[config.mk]
export PLATFORM = sky130hd
export DESIGN_NAME = cfm_filter_flags
export DESIGN_NICKNAME = d
export VERILOG_FILES = /design/src/verilog/cfm_filter_flags.v
export VERILOG_INCLUDE_DIRS = /design/src /design/src/verilog
export SDC_FILE = /design/constraint.sdc
export NUM_CORES = 1
export LEC_CHECK = 0
export ABC_AREA = 1
export BUFFER_PORTS_ARGS = -buffer_cell sky130_fd_sc_hd__buf_2
export CORE_UTILIZATION = 30
export CTS_BUF_LIST = sky130_fd_sc_hd__clkbuf_16
export DETAILED_ROUTE_END_ITERATION = 16
export GPL_ROUTABILITY_DRIVEN = 0
export PLACE_DENSITY = 0.51
export SYNTH_ARGS = -nofsm -noshare
export SYNTH_HDL_FRONTEND = slang
export SYNTH_SLANG_ARGS = --single-unit
[constraint.sdc]
create_clock -name pclk -period 2.3 [get_ports pclk]
set_clock_uncertainty 0.15 [all_clocks]
set_input_delay 0.46 -clock pclk [delete_from_list [all_inputs] [get_ports pclk]]
set_output_delay 0.46 -clock pclk [all_outputs]
set_load 0.01 [all_outputs]
[src/verilog/cfm_consts.vh]
`ifndef CFM_CONSTS_VH
`define CFM_CONSTS_VH
// Register byte addresses
`define CFM_ADDR_IRQ_EN 12'h000
`define CFM_ADDR_IRQ_STAT 12'h004
`define CFM_ADDR_MASK0_STD 12'h010
`define CFM_ADDR_MASK0_EXT 12'h014
`define CFM_ADDR_MASK1_STD 12'h018
`define CFM_ADDR_MASK1_EXT 12'h01c
`define CFM_ADDR_MASK2_STD 12'h020
`define CFM_ADDR_MASK2_EXT 12'h024
`define CFM_ADDR_OVF_LO 12'h030
`define CFM_ADDR_OVF_HI 12'h034
`define CFM_ADDR_MATCH 12'h040
// Field positions
`define CFM_BIT_INVALID_IE 7
`define CFM_BIT_WAKEUP_IE 6
`define CFM_BIT_ERROR_IE 5
`define CFM_BIT_FIFO_IE 3
`define CFM_BIT_OVF_IE 2
`define CFM_BIT_RXBUF_IE 1
`define CFM_BIT_TXBUF_IE 0
`define CFM_IRQ_EN_IMPL 16'h00ef
`define CFM_STD_MASK_IMPL 16'hffeb
`define CFM_BIT_ID_TYPE_MODE 3
// Reset values
`define CFM_RST_IRQ_EN 16'h0000
`define CFM_RST_MASK 16'h0000
`define CFM_RST_OVF 16'h0000
`endif

[src/verilog/cfm_filter_flags.v]
`timescale 1ns/1ps
module cfm_filter_flags
(
    // APB
    input wire pclk,
    input wire presetn,
    input wire psel,
    input wire penable,
    input wire pwrite,
    input wire [11:0] paddr,
    input wire [31:0] pwdata,
    output reg [31:0] prdata,
    output reg pready,
    output reg pslverr,
    // Events from the controller, one-cycle pulses
    input wire [7:0] event_pulse,
    // Buffer write attempts
    input wire buf_write,
    input wire [4:0] buf_index,
    input wire buf_full,
    // Filter compare request
    input wire cmp_valid,
    input wire [1:0] cmp_mask_sel,
    input wire [10:0] filter_std_id,
    input wire [17:0] filter_ext_id,
    input wire filter_extended_select,
    input wire [10:0] msg_std_id,
    input wire [17:0] msg_ext_id,
    input wire msg_is_extended,
    // Results
    output reg cmp_done,
    output reg cmp_accept,
    output reg [7:0] irq_request,
    output reg irq
);
`include "cfm_consts.vh"

    // ------------------------------------------------------------
    // Register storage
    // ------------------------------------------------------------
    reg [15:0] irq_en_reg;
    reg [7:0] irq_stat_reg;
    reg [15:0] std_mask_reg [0:2];
    reg [15:0] ext_mask_reg [0:2];
    reg [31:0] ovf_reg;
    reg last_match_reg;

    wire wr_en = psel & penable & pwrite & pready;
    wire setup = psel & ~penable;
    reg [31:0] rd_next;
    reg err_next;

    // ------------------------------------------------------------
    // APB answer: no wait state, data registered in setup
    // ------------------------------------------------------------
    always @*
    begin
        rd_next = 32'h0000_0000;
        err_next = 1'b0;
        case (paddr)
            `CFM_ADDR_IRQ_EN: rd_next = {16'h0000, irq_en_reg};
            `CFM_ADDR_IRQ_STAT: rd_next = {24'h00_0000, irq_stat_reg};
            `CFM_ADDR_MASK0_STD: rd_next = {16'h0000, std_mask_reg[0]};
            `CFM_ADDR_MASK0_EXT: rd_next = {16'h0000, ext_mask_reg[0]};
            `CFM_ADDR_MASK1_STD: rd_next = {16'h0000, std_mask_reg[1]};
            `CFM_ADDR_MASK1_EXT: rd_next = {16'h0000, ext_mask_reg[1]};
            `CFM_ADDR_MASK2_STD: rd_next = {16'h0000, std_mask_reg[2]};
            `CFM_ADDR_MASK2_EXT: rd_next = {16'h0000, ext_mask_reg[2]};
            `CFM_ADDR_OVF_LO: rd_next = {16'h0000, ovf_reg[15:0]};
            `CFM_ADDR_OVF_HI: rd_next = {16'h0000, ovf_reg[31:16]};
            `CFM_ADDR_MATCH: rd_next = {31'h0000_0000, last_match_reg};
            default: err_next = 1'b1;
        endcase
    end

    always @(posedge pclk or negedge presetn)
    begin
        if (!presetn)
            pready <= 1'b0;
        else
            pready <= setup;
    end

    always @(posedge pclk or negedge presetn)
    begin
        if (!presetn)
            pslverr <= 1'b0;
        else
            pslverr <= setup & err_next;
    end

    always @(posedge pclk or negedge presetn)
    begin
        if (!presetn)
            prdata <= 32'h0000_0000;
        else if (setup & ~pwrite)
            prdata <= rd_next;
    end

    // ------------------------------------------------------------
    // Control registers
    // ------------------------------------------------------------
    always @(posedge pclk or negedge presetn)
    begin
        if (!presetn)
            irq_en_reg <= `CFM_RST_IRQ_EN;
        else if (wr_en & (paddr == `CFM_ADDR_IRQ_EN))
            irq_en_reg <= pwdata[15:0] & `CFM_IRQ_EN_IMPL;
    end

    // ------------------------------------------------------------
    // Acceptance mask registers, one pair per mask
    // ------------------------------------------------------------
    genvar m;
    generate
        for (m = 0; m < 3; m = m + 1)
        begin : g_mask
            wire std_hit = wr_en & (paddr == `CFM_ADDR_MASK0_STD + 8 * m);
            wire ext_hit = wr_en & (paddr == `CFM_ADDR_MASK0_EXT + 8 * m);
            always @(posedge pclk or negedge presetn)
            begin
                if (!presetn)
                begin
                    std_mask_reg[m] <= `CFM_RST_MASK;
                    ext_mask_reg[m] <= `CFM_RST_MASK;
                end
                else
                begin
                    if (std_hit)
                        std_mask_reg[m] <= pwdata[15:0] & `CFM_STD_MASK_IMPL;
                    if (ext_hit)
                        ext_mask_reg[m] <= pwdata[15:0];
                end
            end
        end
    endgenerate

    // ------------------------------------------------------------
    // Overflow flags, set wins over clear
    // ------------------------------------------------------------
    localparam [31:0] OVF_RST = {`CFM_RST_OVF, `CFM_RST_OVF};

    wire ovf_hit = buf_write & buf_full;
    wire ovf_lo_wr = wr_en & (paddr == `CFM_ADDR_OVF_LO);
    wire ovf_hi_wr = wr_en & (paddr == `CFM_ADDR_OVF_HI);
    wire [31:0] ovf_set;
    genvar b;
    generate
        for (b = 0; b < 32; b = b + 1)
        begin : g_ovf
            wire word_wr;
            wire keep_bit;
            if (b < 16)
            begin : g_lo
                assign word_wr = ovf_lo_wr;
                assign keep_bit = pwdata[b];
            end
            else
            begin : g_hi
                assign word_wr = ovf_hi_wr;
                assign keep_bit = pwdata[b - 16];
            end
            assign ovf_set[b] = ovf_hit & (buf_index == b);
            always @(posedge pclk or negedge presetn)
            begin
                if (!presetn)
                    ovf_reg[b] <= OVF_RST[b];
                else if (ovf_set[b])
                    ovf_reg[b] <= 1'b1;
                else if (word_wr & ~keep_bit)
                    ovf_reg[b] <= 1'b0;
            end
        end
    endgenerate

    // ------------------------------------------------------------
    // Interrupt status, enables and output
    // ------------------------------------------------------------
    wire stat_wr = wr_en & (paddr == `CFM_ADDR_IRQ_STAT);
    wire [7:0] evt;
    wire [7:0] req_next;
    genvar g;
    generate
        for (g = 0; g < 8; g = g + 1)
        begin : g_irq
            if (g == 4)
            begin : g_none
                assign evt[g] = 1'b0;
            end
            else if (g == `CFM_BIT_OVF_IE)
            begin : g_ovf_evt
                assign evt[g] = event_pulse[g] | (|ovf_set);
            end
            else
            begin : g_evt
                assign evt[g] = event_pulse[g];
            end
            wire clr_bit = stat_wr & pwdata[g];
            wire stat_bit_next = (irq_stat_reg[g] & ~clr_bit) | evt[g];
            assign req_next[g] = stat_bit_next & irq_en_reg[g];
            always @(posedge pclk or negedge presetn)
            begin
                if (!presetn)
                begin
                    irq_stat_reg[g] <= 1'b0;
                    irq_request[g] <= 1'b0;
                end
                else
                begin
                    irq_stat_reg[g] <= stat_bit_next;
                    irq_request[g] <= req_next[g];
                end
            end
        end
    endgenerate

    always @(posedge pclk or negedge presetn)
    begin
        if (!presetn)
            irq <= 1'b0;
        else
            irq <= |req_next;
    end

    // ------------------------------------------------------------
    // Acceptance compare
    // ------------------------------------------------------------
    reg [15:0] sel_std;
    reg [15:0] sel_ext;
    always @*
    begin
        case (cmp_mask_sel)
            2'd0:
            begin
                sel_std = std_mask_reg[0];
                sel_ext = ext_mask_reg[0];
            end
            2'd1:
            begin
                sel_std = std_mask_reg[1];
                sel_ext = ext_mask_reg[1];
            end
            default:
            begin
                sel_std = std_mask_reg[2];
                sel_ext = ext_mask_reg[2];
            end
        endcase
    end

    wire [10:0] std_m = sel_std[15:5];
    wire [17:0] ext_m = {sel_std[1:0], sel_ext};
    wire [10:0] std_diff;
    wire [17:0] ext_diff;
    genvar k;
    generate
        for (k = 0; k < 18; k = k + 1)
        begin : g_cmp
            if (k < 11)
            begin : g_std
                assign std_diff[k] = (filter_std_id[k] ^ msg_std_id[k]) & std_m[k];
            end
            assign ext_diff[k] = (filter_ext_id[k] ^ msg_ext_id[k]) & ext_m[k];
        end
    endgenerate

    wire std_eq = ~|std_diff;
    wire ext_eq = ~|ext_diff;
    wire id_eq = std_eq & (~msg_is_extended | ext_eq);
    wire type_ok = ~sel_std[`CFM_BIT_ID_TYPE_MODE]
                   | (msg_is_extended == filter_extended_select);
    wire accept = id_eq & type_ok;

    always @(posedge pclk or negedge presetn)
    begin
        if (!presetn)
            cmp_done <= 1'b0;
        else
            cmp_done <= cmp_valid;
    end

    always @(posedge pclk or negedge presetn)
    begin
        if (!presetn)
            cmp_accept <= 1'b0;
        else
            cmp_accept <= cmp_valid & accept;
    end

    always @(posedge pclk or negedge presetn)
    begin
        if (!presetn)
            last_match_reg <= 1'b0;
        else if (cmp_valid)
            last_match_reg <= accept;
    end

endmodule // cfm_filter_flags

Word-level counts from Yosys, hierarchy flattened:

Index checks and enable logic that the tools add are counted.

* flip-flop bits (word level): 182
* bits of input ports: 127
* output and inout bits: 45
* logic and storage cells: 417

* eq/ne operators: 43
* mux-type cells: 68
* bitwise operators: 203
* reductions and logical operators: 42

Operators with widths (number)
* $pmux W16 S11: 1
* $and A1 B1 Y1: 136
* $eq A5 B5 Y1 const B: 16
* $mux W1: 65
* $pmux W16 S2: 2
* $reduce_bool A2 Y1: 32
* $eq A12 B5 Y1 const B: 4
* $eq A12 B6 Y1 const B: 4
* $eq A5 B4 Y1 const B: 8
* $reduce_or A32 Y1: 1
* $xor A1 B1 Y1: 29
* $not A1 Y1: 28
* $reduce_or A11 Y1: 2
* $eq A5 B3 Y1 const B: 4
* $reduce_or A18 Y1: 1
* $eq A12 B3 Y1 const B: 1
* $eq A12 B7 Y1 const B: 1
* $logic_not A12 Y1: 1
* $eq A5 B2 Y1 const B: 2
* $or A1 B1 Y1: 10
* $reduce_or A7 Y1: 1
* $eq A5 B1 Y1 const B: 1
* $logic_not A5 Y1: 1
* $eq A2 B1 Y1 const B: 1
* other kinds (3): 4

Longest topological paths before layout:

Gate-level depths: netlist (run 1).

* depth after elaboration: 10
* depth in mapped cells: 15

Least setup slack after synthesis (run 1):

Ideal clock, no wire load.

* path kind: input-to-reg
* start point: in paddr[11]
* end point: reg ext_mask_reg[17] in the netlist's numbering
* arrival time: 1647 ps
* setup slack: 371 ps
* stages: 8
* cells stage by stage: nor2_1 nand3_2 buf_6 nor3_4 nand2_1 clkbuf_1 nand2_1 o21ai_0

* longest elaborated chain between the ends: 2

RTL lines
* start: declaration: line cfm_filter_flags.v:10 `input wire [11:0] paddr,`
* $eq A12 B5 Y1: line cfm_filter_flags.v:119 `` wire ext_hit = wr_en & (paddr == `CFM_ADDR_MASK0_EXT + 8 * m); ``
* $and A1 B1 Y1: line cfm_filter_flags.v:119
* end signal: indexed assignment: line cfm_filter_flags.v:125 `` ext_mask_reg[m] <= `CFM_RST_MASK; ``
* end signal: indexed assignment: line cfm_filter_flags.v:132 `ext_mask_reg[m] <= pwdata[15:0];`
* end: declaration: line cfm_filter_flags.v:44 `reg [15:0] ext_mask_reg [0:2];`

Every way passes these cells.
A chain may end at the register's enable or synchronous reset.

Worst setup path after layout (run 1):

* start point: in paddr[11]
* end point: reg irq_en_reg[7]

* longest elaborated chain between the ends: 2

RTL lines
* $logic_not A12 Y1
* $and A1 B1 Y1: line cfm_filter_flags.v:107 `` else if (wr_en & (paddr == `CFM_ADDR_IRQ_EN)) ``
* end signal: assignment: line cfm_filter_flags.v:106 `` irq_en_reg <= `CFM_RST_IRQ_EN; ``
* end signal: assignment: line cfm_filter_flags.v:108 `` irq_en_reg <= pwdata[15:0] & `CFM_IRQ_EN_IMPL; ``
* end: declaration: line cfm_filter_flags.v:41 `reg [15:0] irq_en_reg;`

Every way passes these cells.

==> results of run 1 <==
## cell type report
cell class                      instances  area share
Clock buffer                           17     0.03982
Clock inverter                         15     0.01007
Multi-Input combinational cell        927      0.3774
Timing Repair Buffer                  181      0.1102
Sequential cell                       166      0.3889
Antenna cell                            1   0.0002342
Tap cell                              384     0.04498
Inverter                               81     0.02846
## per-layer routing
metal,share of wire,track usage,vias up
met4,0.020,0.06121,0
li1,-,-,4099
met5,0,0,-
met3,0.058,0.03100,28
met2,0.42,0.2811,290
met1,0.50,0.2957,3702
## metrics by stage
step | setup slack [ns] | power (mW) | hold WS (ns)
CTS | 0.4799 | 6.339 | 0.04325
global placement | 0.05580 | 3.669 | 0.2641
global route | 0.1746 | 6.540 | 0.07644
finish | 0.4358 | 6.268 | 0.05862
detailed placement | 0.03638 | 3.676 | 0.2638
floorplan | 0.3711 | 3.381 | 0.01441
## kinds of logic after synthesis
group                     after synthesis
AOI/OAI and AO/OA                     135
xor gates and xnor gates               30
buffers and inverters                 140
other                                   1
and+or+nand+nor                       745
DFF                                   166
## synthesized netlist by cell type (all sizes together)
cell and n:
nor2 102, a21oi 3, clkbuf 29, nand2 547
nand3b 4, o21ai 131, buf 30, or2 2
xor2 30, nand4 9, inv 81, nor4 1
conb 1, o2111ai 1, dfrtp 166, nand3 68
nor3 12
## worst max-delay path: cells and delay by family
kind                   cells  cell delay (ns)
and+or+nand+nor            6             1.12
buffers and inverters      3             0.34
AOI/OAI and AO/OA          1             0.08
## path summary, 6_finish.rpt
kind	from	to	slack, ns	depth (start not counted)
min in group asynchronous	presetn	std_mask_reg[1]$_DFFE_PN0P_	0.38	2
worst min register to register	irq_stat_reg[4]$_DFF_PN0_	irq_stat_reg[4]$_DFF_PN0_	0.32	2
worst max register to register	pready$_DFF_PN0_	ovf_reg[20]$_DFFE_PN0P_	0.71	7
max in group asynchronous	presetn	pready$_DFF_PN0_	0.95	3
worst max-delay path	paddr[11]	irq_en_reg[7]$_DFFE_PN0P_	0.44	10
worst min-delay path	penable	pready$_DFF_PN0_	0.06	2
## power groups by stage
stage / logic (mW) / clock network [mW] / registers [mW]
after global placement: 0.533 / 0 / 3.14
after CTS: 0.542 / 2.71 / 3.08
final: 0.534 / 2.65 / 3.08
after floorplan: 0.255 / 0 / 3.13
after global routing: 0.610 / 2.83 / 3.10
after detailed placement: 0.536 / 0 / 3.14
## repair_timing
action,in CTS,in global routing
endpoints found under the hold margin,37,0
hold buffers,2,0
resized for setup,0,0
==> metrics.txt, run 1 <==
net switching power between 1.5 and 2 mW; largest net degree at the start of global routing 53; DRT Pass-1 Iters 5; Seq/Total Area, Yosys 0.4753; GRT Overall Usage 0.1950; CP Class in -> reg; Layout Nets between 1500 and 2000; post-route cell area between 10000 and 15000 µm²; Hold Crit Class in -> reg; warnings from Yosys 0; final core occ 0.3722; fillers around 3100; f_max approximately 540 MHz; Max stage delay cell, worst path nand2_1; Slew headroom 0.5713; Post-DP HPWL 20340 µm; final setup violation count 0; CTS tree yes; P_int approximately 4.6 mW; initial antenna violation count 2; CP Capture Type register; grt ovf 0; post-synth cell types 26; commonest non-fill, non-tap cell in the layout nand2_1; WL/cell ~16 µm; Crit path top cell by count nor2_1; mux share of post-synthesis cell area 0; Synth Area in Compound Gates 0.07774; DIE WIDTH around 170 µm; Layout area overhead 22.23%; Vias/cell between 4 and 5; die height between 150 and 200 µm; xor and xnor area share after synthesis 0.03006; Core Box Area about 29000 µm²; IO buf count approximately 140; Worst Path Max Fanout 14; Synth Area in Simple Gates 0.3462; Fin. Hold Viols 0; power per standard cell area 586.8 nW/µm²; mean post-synth cell area 7.181 µm²; vias in the first global route 7739; share of layout cells above drive strength 1 0.1637; Tightest Pin Transition 0.6423 ns; DRC Markers 0; max-slew violations 0; htree depth 4; maximum vdd drop 0.4293 mV; Clock Root Buffer clkbuf_16; Setup TNS 0 ns; Max Cap Viol 0; number of flip-flops in the largest register 48; CTS Sinks between 150 and 200; Static Leak between 5 and 6 nW; Max Root-Sink Buffers 2; status completed; crit start category input port; critical path's largest stage delay 0.28 ns; Initial Util 0.3045; via count 8119; clock power share 0.423; CTS clk-pin slew, worst paths 0.07 ns; non-filler instance count after layout approximately 1800; Seq pwr share 0.492; Post-Syn Instances approximately 1200; Num CTS Buffers 17; Rows 62; Synth top area share 0.4753; Iteration-0 DRC Markers approximately 720; number of synthesized register bits about 170; post-layout min period roughly 1.9 ns; Reg area between 4000 and 5000 µm²; Final period util 0.8105; Adder-Cell Fraction of Synth Area 0; Detailed Route WL around 28000 µm; cell taking the most area after synthesis dfrtp_1; Critical Path AT about 2 ns; first-pass GRT wire length around 45000 µm; Netlist Area Pre-Place around 8700 µm²; top post-synthesis cells by area dfrtp_1 48%, nand2_1 23%, o21ai_0 7.0%; required time worst endpoint between 2 and 2.5 ns; Net Sw Frac 0.2659; antenna-violating nets left 0; dpl cell area between 10000 and 15000 µm²; RSZ-0062 raised after global routing no; Logic pwr share 0.085; CP cell instances buf_2 -> nor2_1 -> nand3_2 -> nor2_1 -> inv_1 -> nor2_1 -> buf_4 -> nand2_1 -> nand2_1 -> o21ai_0; die area about 30000 µm²; most frequent cells in the layout 547 x nand2_1, 166 x dfrtp_1, 136 x buf_2, 122 x o21ai_0, 100 x nor2_1; post-CTS setup buffer count 0; IO Pins 172; Placed Cells incl. Taps between 1500 and 2000; Clock Latency Late Sink approximately 0.42 ns; main combinational cell family by area after synthesis simple AND/OR/NAND/NOR gates; area of the multi-input gates 4031 µm²
(Power assumes the default switching activity.)
==> run 2, diff against run 1 <==
- PLACE_DENSITY: 0.51 -> 0.52
- clock period: 2.3 -> 1.5 ns (I/O delays scaled with it)
==> run 2 against run 1 <==
Net effect: the run now ends with setup timing left; clock-buffer cell count unchanged; first-iteration DRC count is 18% lower; largest cell class is now multi-input gates; clock power increased by 54%; via count is 5.7% higher.
==> metrics.txt, run 2 (same netlist as run 1, synthesis figures left out) <==
Seq pwr share 0.482 (-0.010); Iteration-0 DRC Markers 588 (-18%); Worst Min Path Start pwdata[2]; net switching power 2.678 mW (+61%); Hold Crit Class in -> reg; Clock Latency Late Sink 0.43 ns (about the same); IO buf count 137 (unchanged); via count 8583 (+5.7%); cell count of the worst reg-to-reg path 9 (+2); Max Root-Sink Buffers 2 (unchanged); Final period util 1.043; met3 WL 1865 µm (+13%); largest net degree at the start of global routing 46 (-13%); share of layout cells above drive strength 1 0.2886 (+0.1250); htree depth 4 (unchanged); Clock Root Buffer clkbuf_16; FF-to-FF setup slack 0.02 ns (-0.69 ns); Rows 62 (unchanged); final setup violation count 12 (+12); Max Cap Viol 0 (unchanged); post-layout min period 1.565 ns; die area 29820 µm² (unchanged); Post-DP HPWL 21810 µm (+7.2%); antenna-violating nets left 0 (unchanged); WHS Endpoint ovf_reg[2]$_DFFE_PN0P_; max-slew violations 0 (unchanged); CTS Sinks 166 (unchanged); Detailed Route WL 30290 µm (+7.2%); P_int 7.184 mW (+56%); Vias/cell 4.615 (+0.71%); DRT Pass-1 Iters 5 (unchanged); Crit path top cell by count nand2_1; power per standard cell area 800.3 nW/µm² (+36%); GRT Overall Usage 0.2005 (+0.005484); failing checks setup timing; max layer used met4; CP Class in -> reg; RSZ-0062 raised after global routing yes; Logic pwr share 0.104 (+0.019); Initial Util 0.3045 (unchanged); clock power share 0.414 (-0.009); hold slack 0.01140 ns (-0.04722 ns); f_max 639.0 MHz; most frequent cells in the layout 486 x nand2_1, 163 x dfrtp_1, 132 x buf_2, 101 x o21ai_1, 74 x inv_1; Fin. Hold Viols 0 (unchanged); Layout area overhead 41.00%; WL/cell 16.28 µm (+2.1%); vias in the first global route 8159 (+5.4%); Layout Nets 1590 (+5.9%); met1 wire length 14670 µm (+3.9%); DIE WIDTH 172.7 µm (unchanged); Static Leak 6.473 nW (+15%); R2R Path Start ext_mask_reg[11]$_DFFE_PN0P_; maximum vdd drop 0.4460 mV (+3.9%); grt ovf 0 (unchanged); Core Box Area 28700 µm² (unchanged); WHS Path Cells 3 (+1); CTS tree yes; Num CTS Buffers 17 (unchanged); critical path's largest stage delay 0.20 ns (-0.08 ns); Worst Path Max Fanout 5 (-9); IO Pins 172 (unchanged); DRC Markers 0 (unchanged); # diodes 0 (-1); CP cell instances buf_6 -> nor2_4 -> nand3_4 -> buf_6 -> nor3_4 -> buf_6 -> buf_12 -> buf_12 -> nand2_1 -> nand2_1 -> nor2_2 -> nand3_1 -> nand2_1 -> nand2_1; CTS clk-pin slew, worst paths 0.07 ns (about the same); initial antenna violation count 0 (-2); Net Sw Frac 0.2716 (+0.005606); RR Endpoint last_match_reg$_DFFE_PN0P_; setup slack after layout -0.06484 ns (-0.5006 ns); required time worst endpoint 1.72 ns (-0.72 ns); Post-Place Worst Slack -0.4785 ns (-0.5148 ns); status finished, violations left; metal2 WL 13370 µm (+12%); first-pass GRT wire length 46460 µm (+3.8%); final core occ 0.4293 (+0.05715); CP Capture Type register; commonest non-fill, non-tap cell in the layout nand2_1; number of flip-flops in the largest register 48 (unchanged); Critical Path AT 1.79 ns (-0.22 ns); crit start category input port; Max stage delay cell, worst path nor3_4; die height 172.7 µm (unchanged)
run 2: changes by cell type in the layout (fill, tap and decap cells not counted), sizes merged:
cell         previous run  this run
buf                   179       248
dlygate4sd3             2        18
clkbuf                 17        21
clkinv                 10         6
clkinvlp                1         5
diode                   1         0
run 2: worst max-delay path by stage:
stage                      from                      to  slack, ns  cells past startpoint
3_3_place_gp          paddr[10]           irq$_DFF_PN0_      -0.45                     12
2_1_floorplan         paddr[10]   prdata[4]$_DFFE_PN0P_      -0.16                     11
3_5_place_dp          paddr[10]           irq$_DFF_PN0_      -0.48                     12
5_1_grt                paddr[7]  prdata[10]$_DFFE_PN0P_      -0.14                     14
6_report               paddr[7]  prdata[11]$_DFFE_PN0P_      -0.06                     14
4_1_cts        pready$_DFF_PN0_           irq$_DFF_PN0_      -0.01                     10
run 2: what timing repair did:
| item | CTS | global route |
|---|---|---|
| setup endpoints to repair | 32 | 142 |
| resized for setup | 4 | 174 |
| cloned | 0 | 4 |
| hold buffers | 17 | 1 |
| pin swaps | 2 | 45 |
| setup buffers | 4 | 28 |
| endpoints found under the hold margin | 184 | 1 |
run 2: routing by layer:
metal  vias up  track usage
met1      3981       0.3027
met5         -            0
met4         0      0.04609
li1       4284            -
met3        30      0.03012
met2       288       0.2999
run 2: through the flow:
step | area (µm²) | power [mW] | setup TNS (ns) | cells
finish | 12320 | 9.862 | -0.3733 | 1860
global route | 12320 | 10.24 | -4.363 | 1860
CTS | 11540 | 9.857 | -0.02087 | 1828
detailed placement | 10790 | 5.747 | -54.74 | 1775
global placement | 10790 | 5.736 | -52.37 | 1775
floorplan | 9180 | 5.229 | -14.32 | 1233
run 2: power groups by stage:
stage,clock network (mW),logic [mW],registers [mW]
after floorplan,0,0.435,4.79
after global placement,0,0.918,4.82
after detailed placement,0,0.925,4.82
after CTS,4.15,0.971,4.74
after global routing,4.32,1.14,4.78
final,4.08,1.02,4.76
run 2: cell type report:
| class | count | area, µm² |
|---|---|---|
| Tap cell | 384 | 480.5 |
| Clock buffer | 17 | 425.4 |
| Timing Repair Buffer | 270 | 2270 |
| Inverter | 81 | 317.8 |
| Multi-Input combinational cell | 927 | 4566 |
| Clock inverter | 15 | 106.4 |
| Sequential cell | 166 | 4158 |
| Fill cell | 2985 | 16380 |
run 2: critical path: cells and delay by family:
family | cells | cell delay [ns]
buffers and inverters | 5 | 0.60
and+or+nand+nor | 9 | 0.87
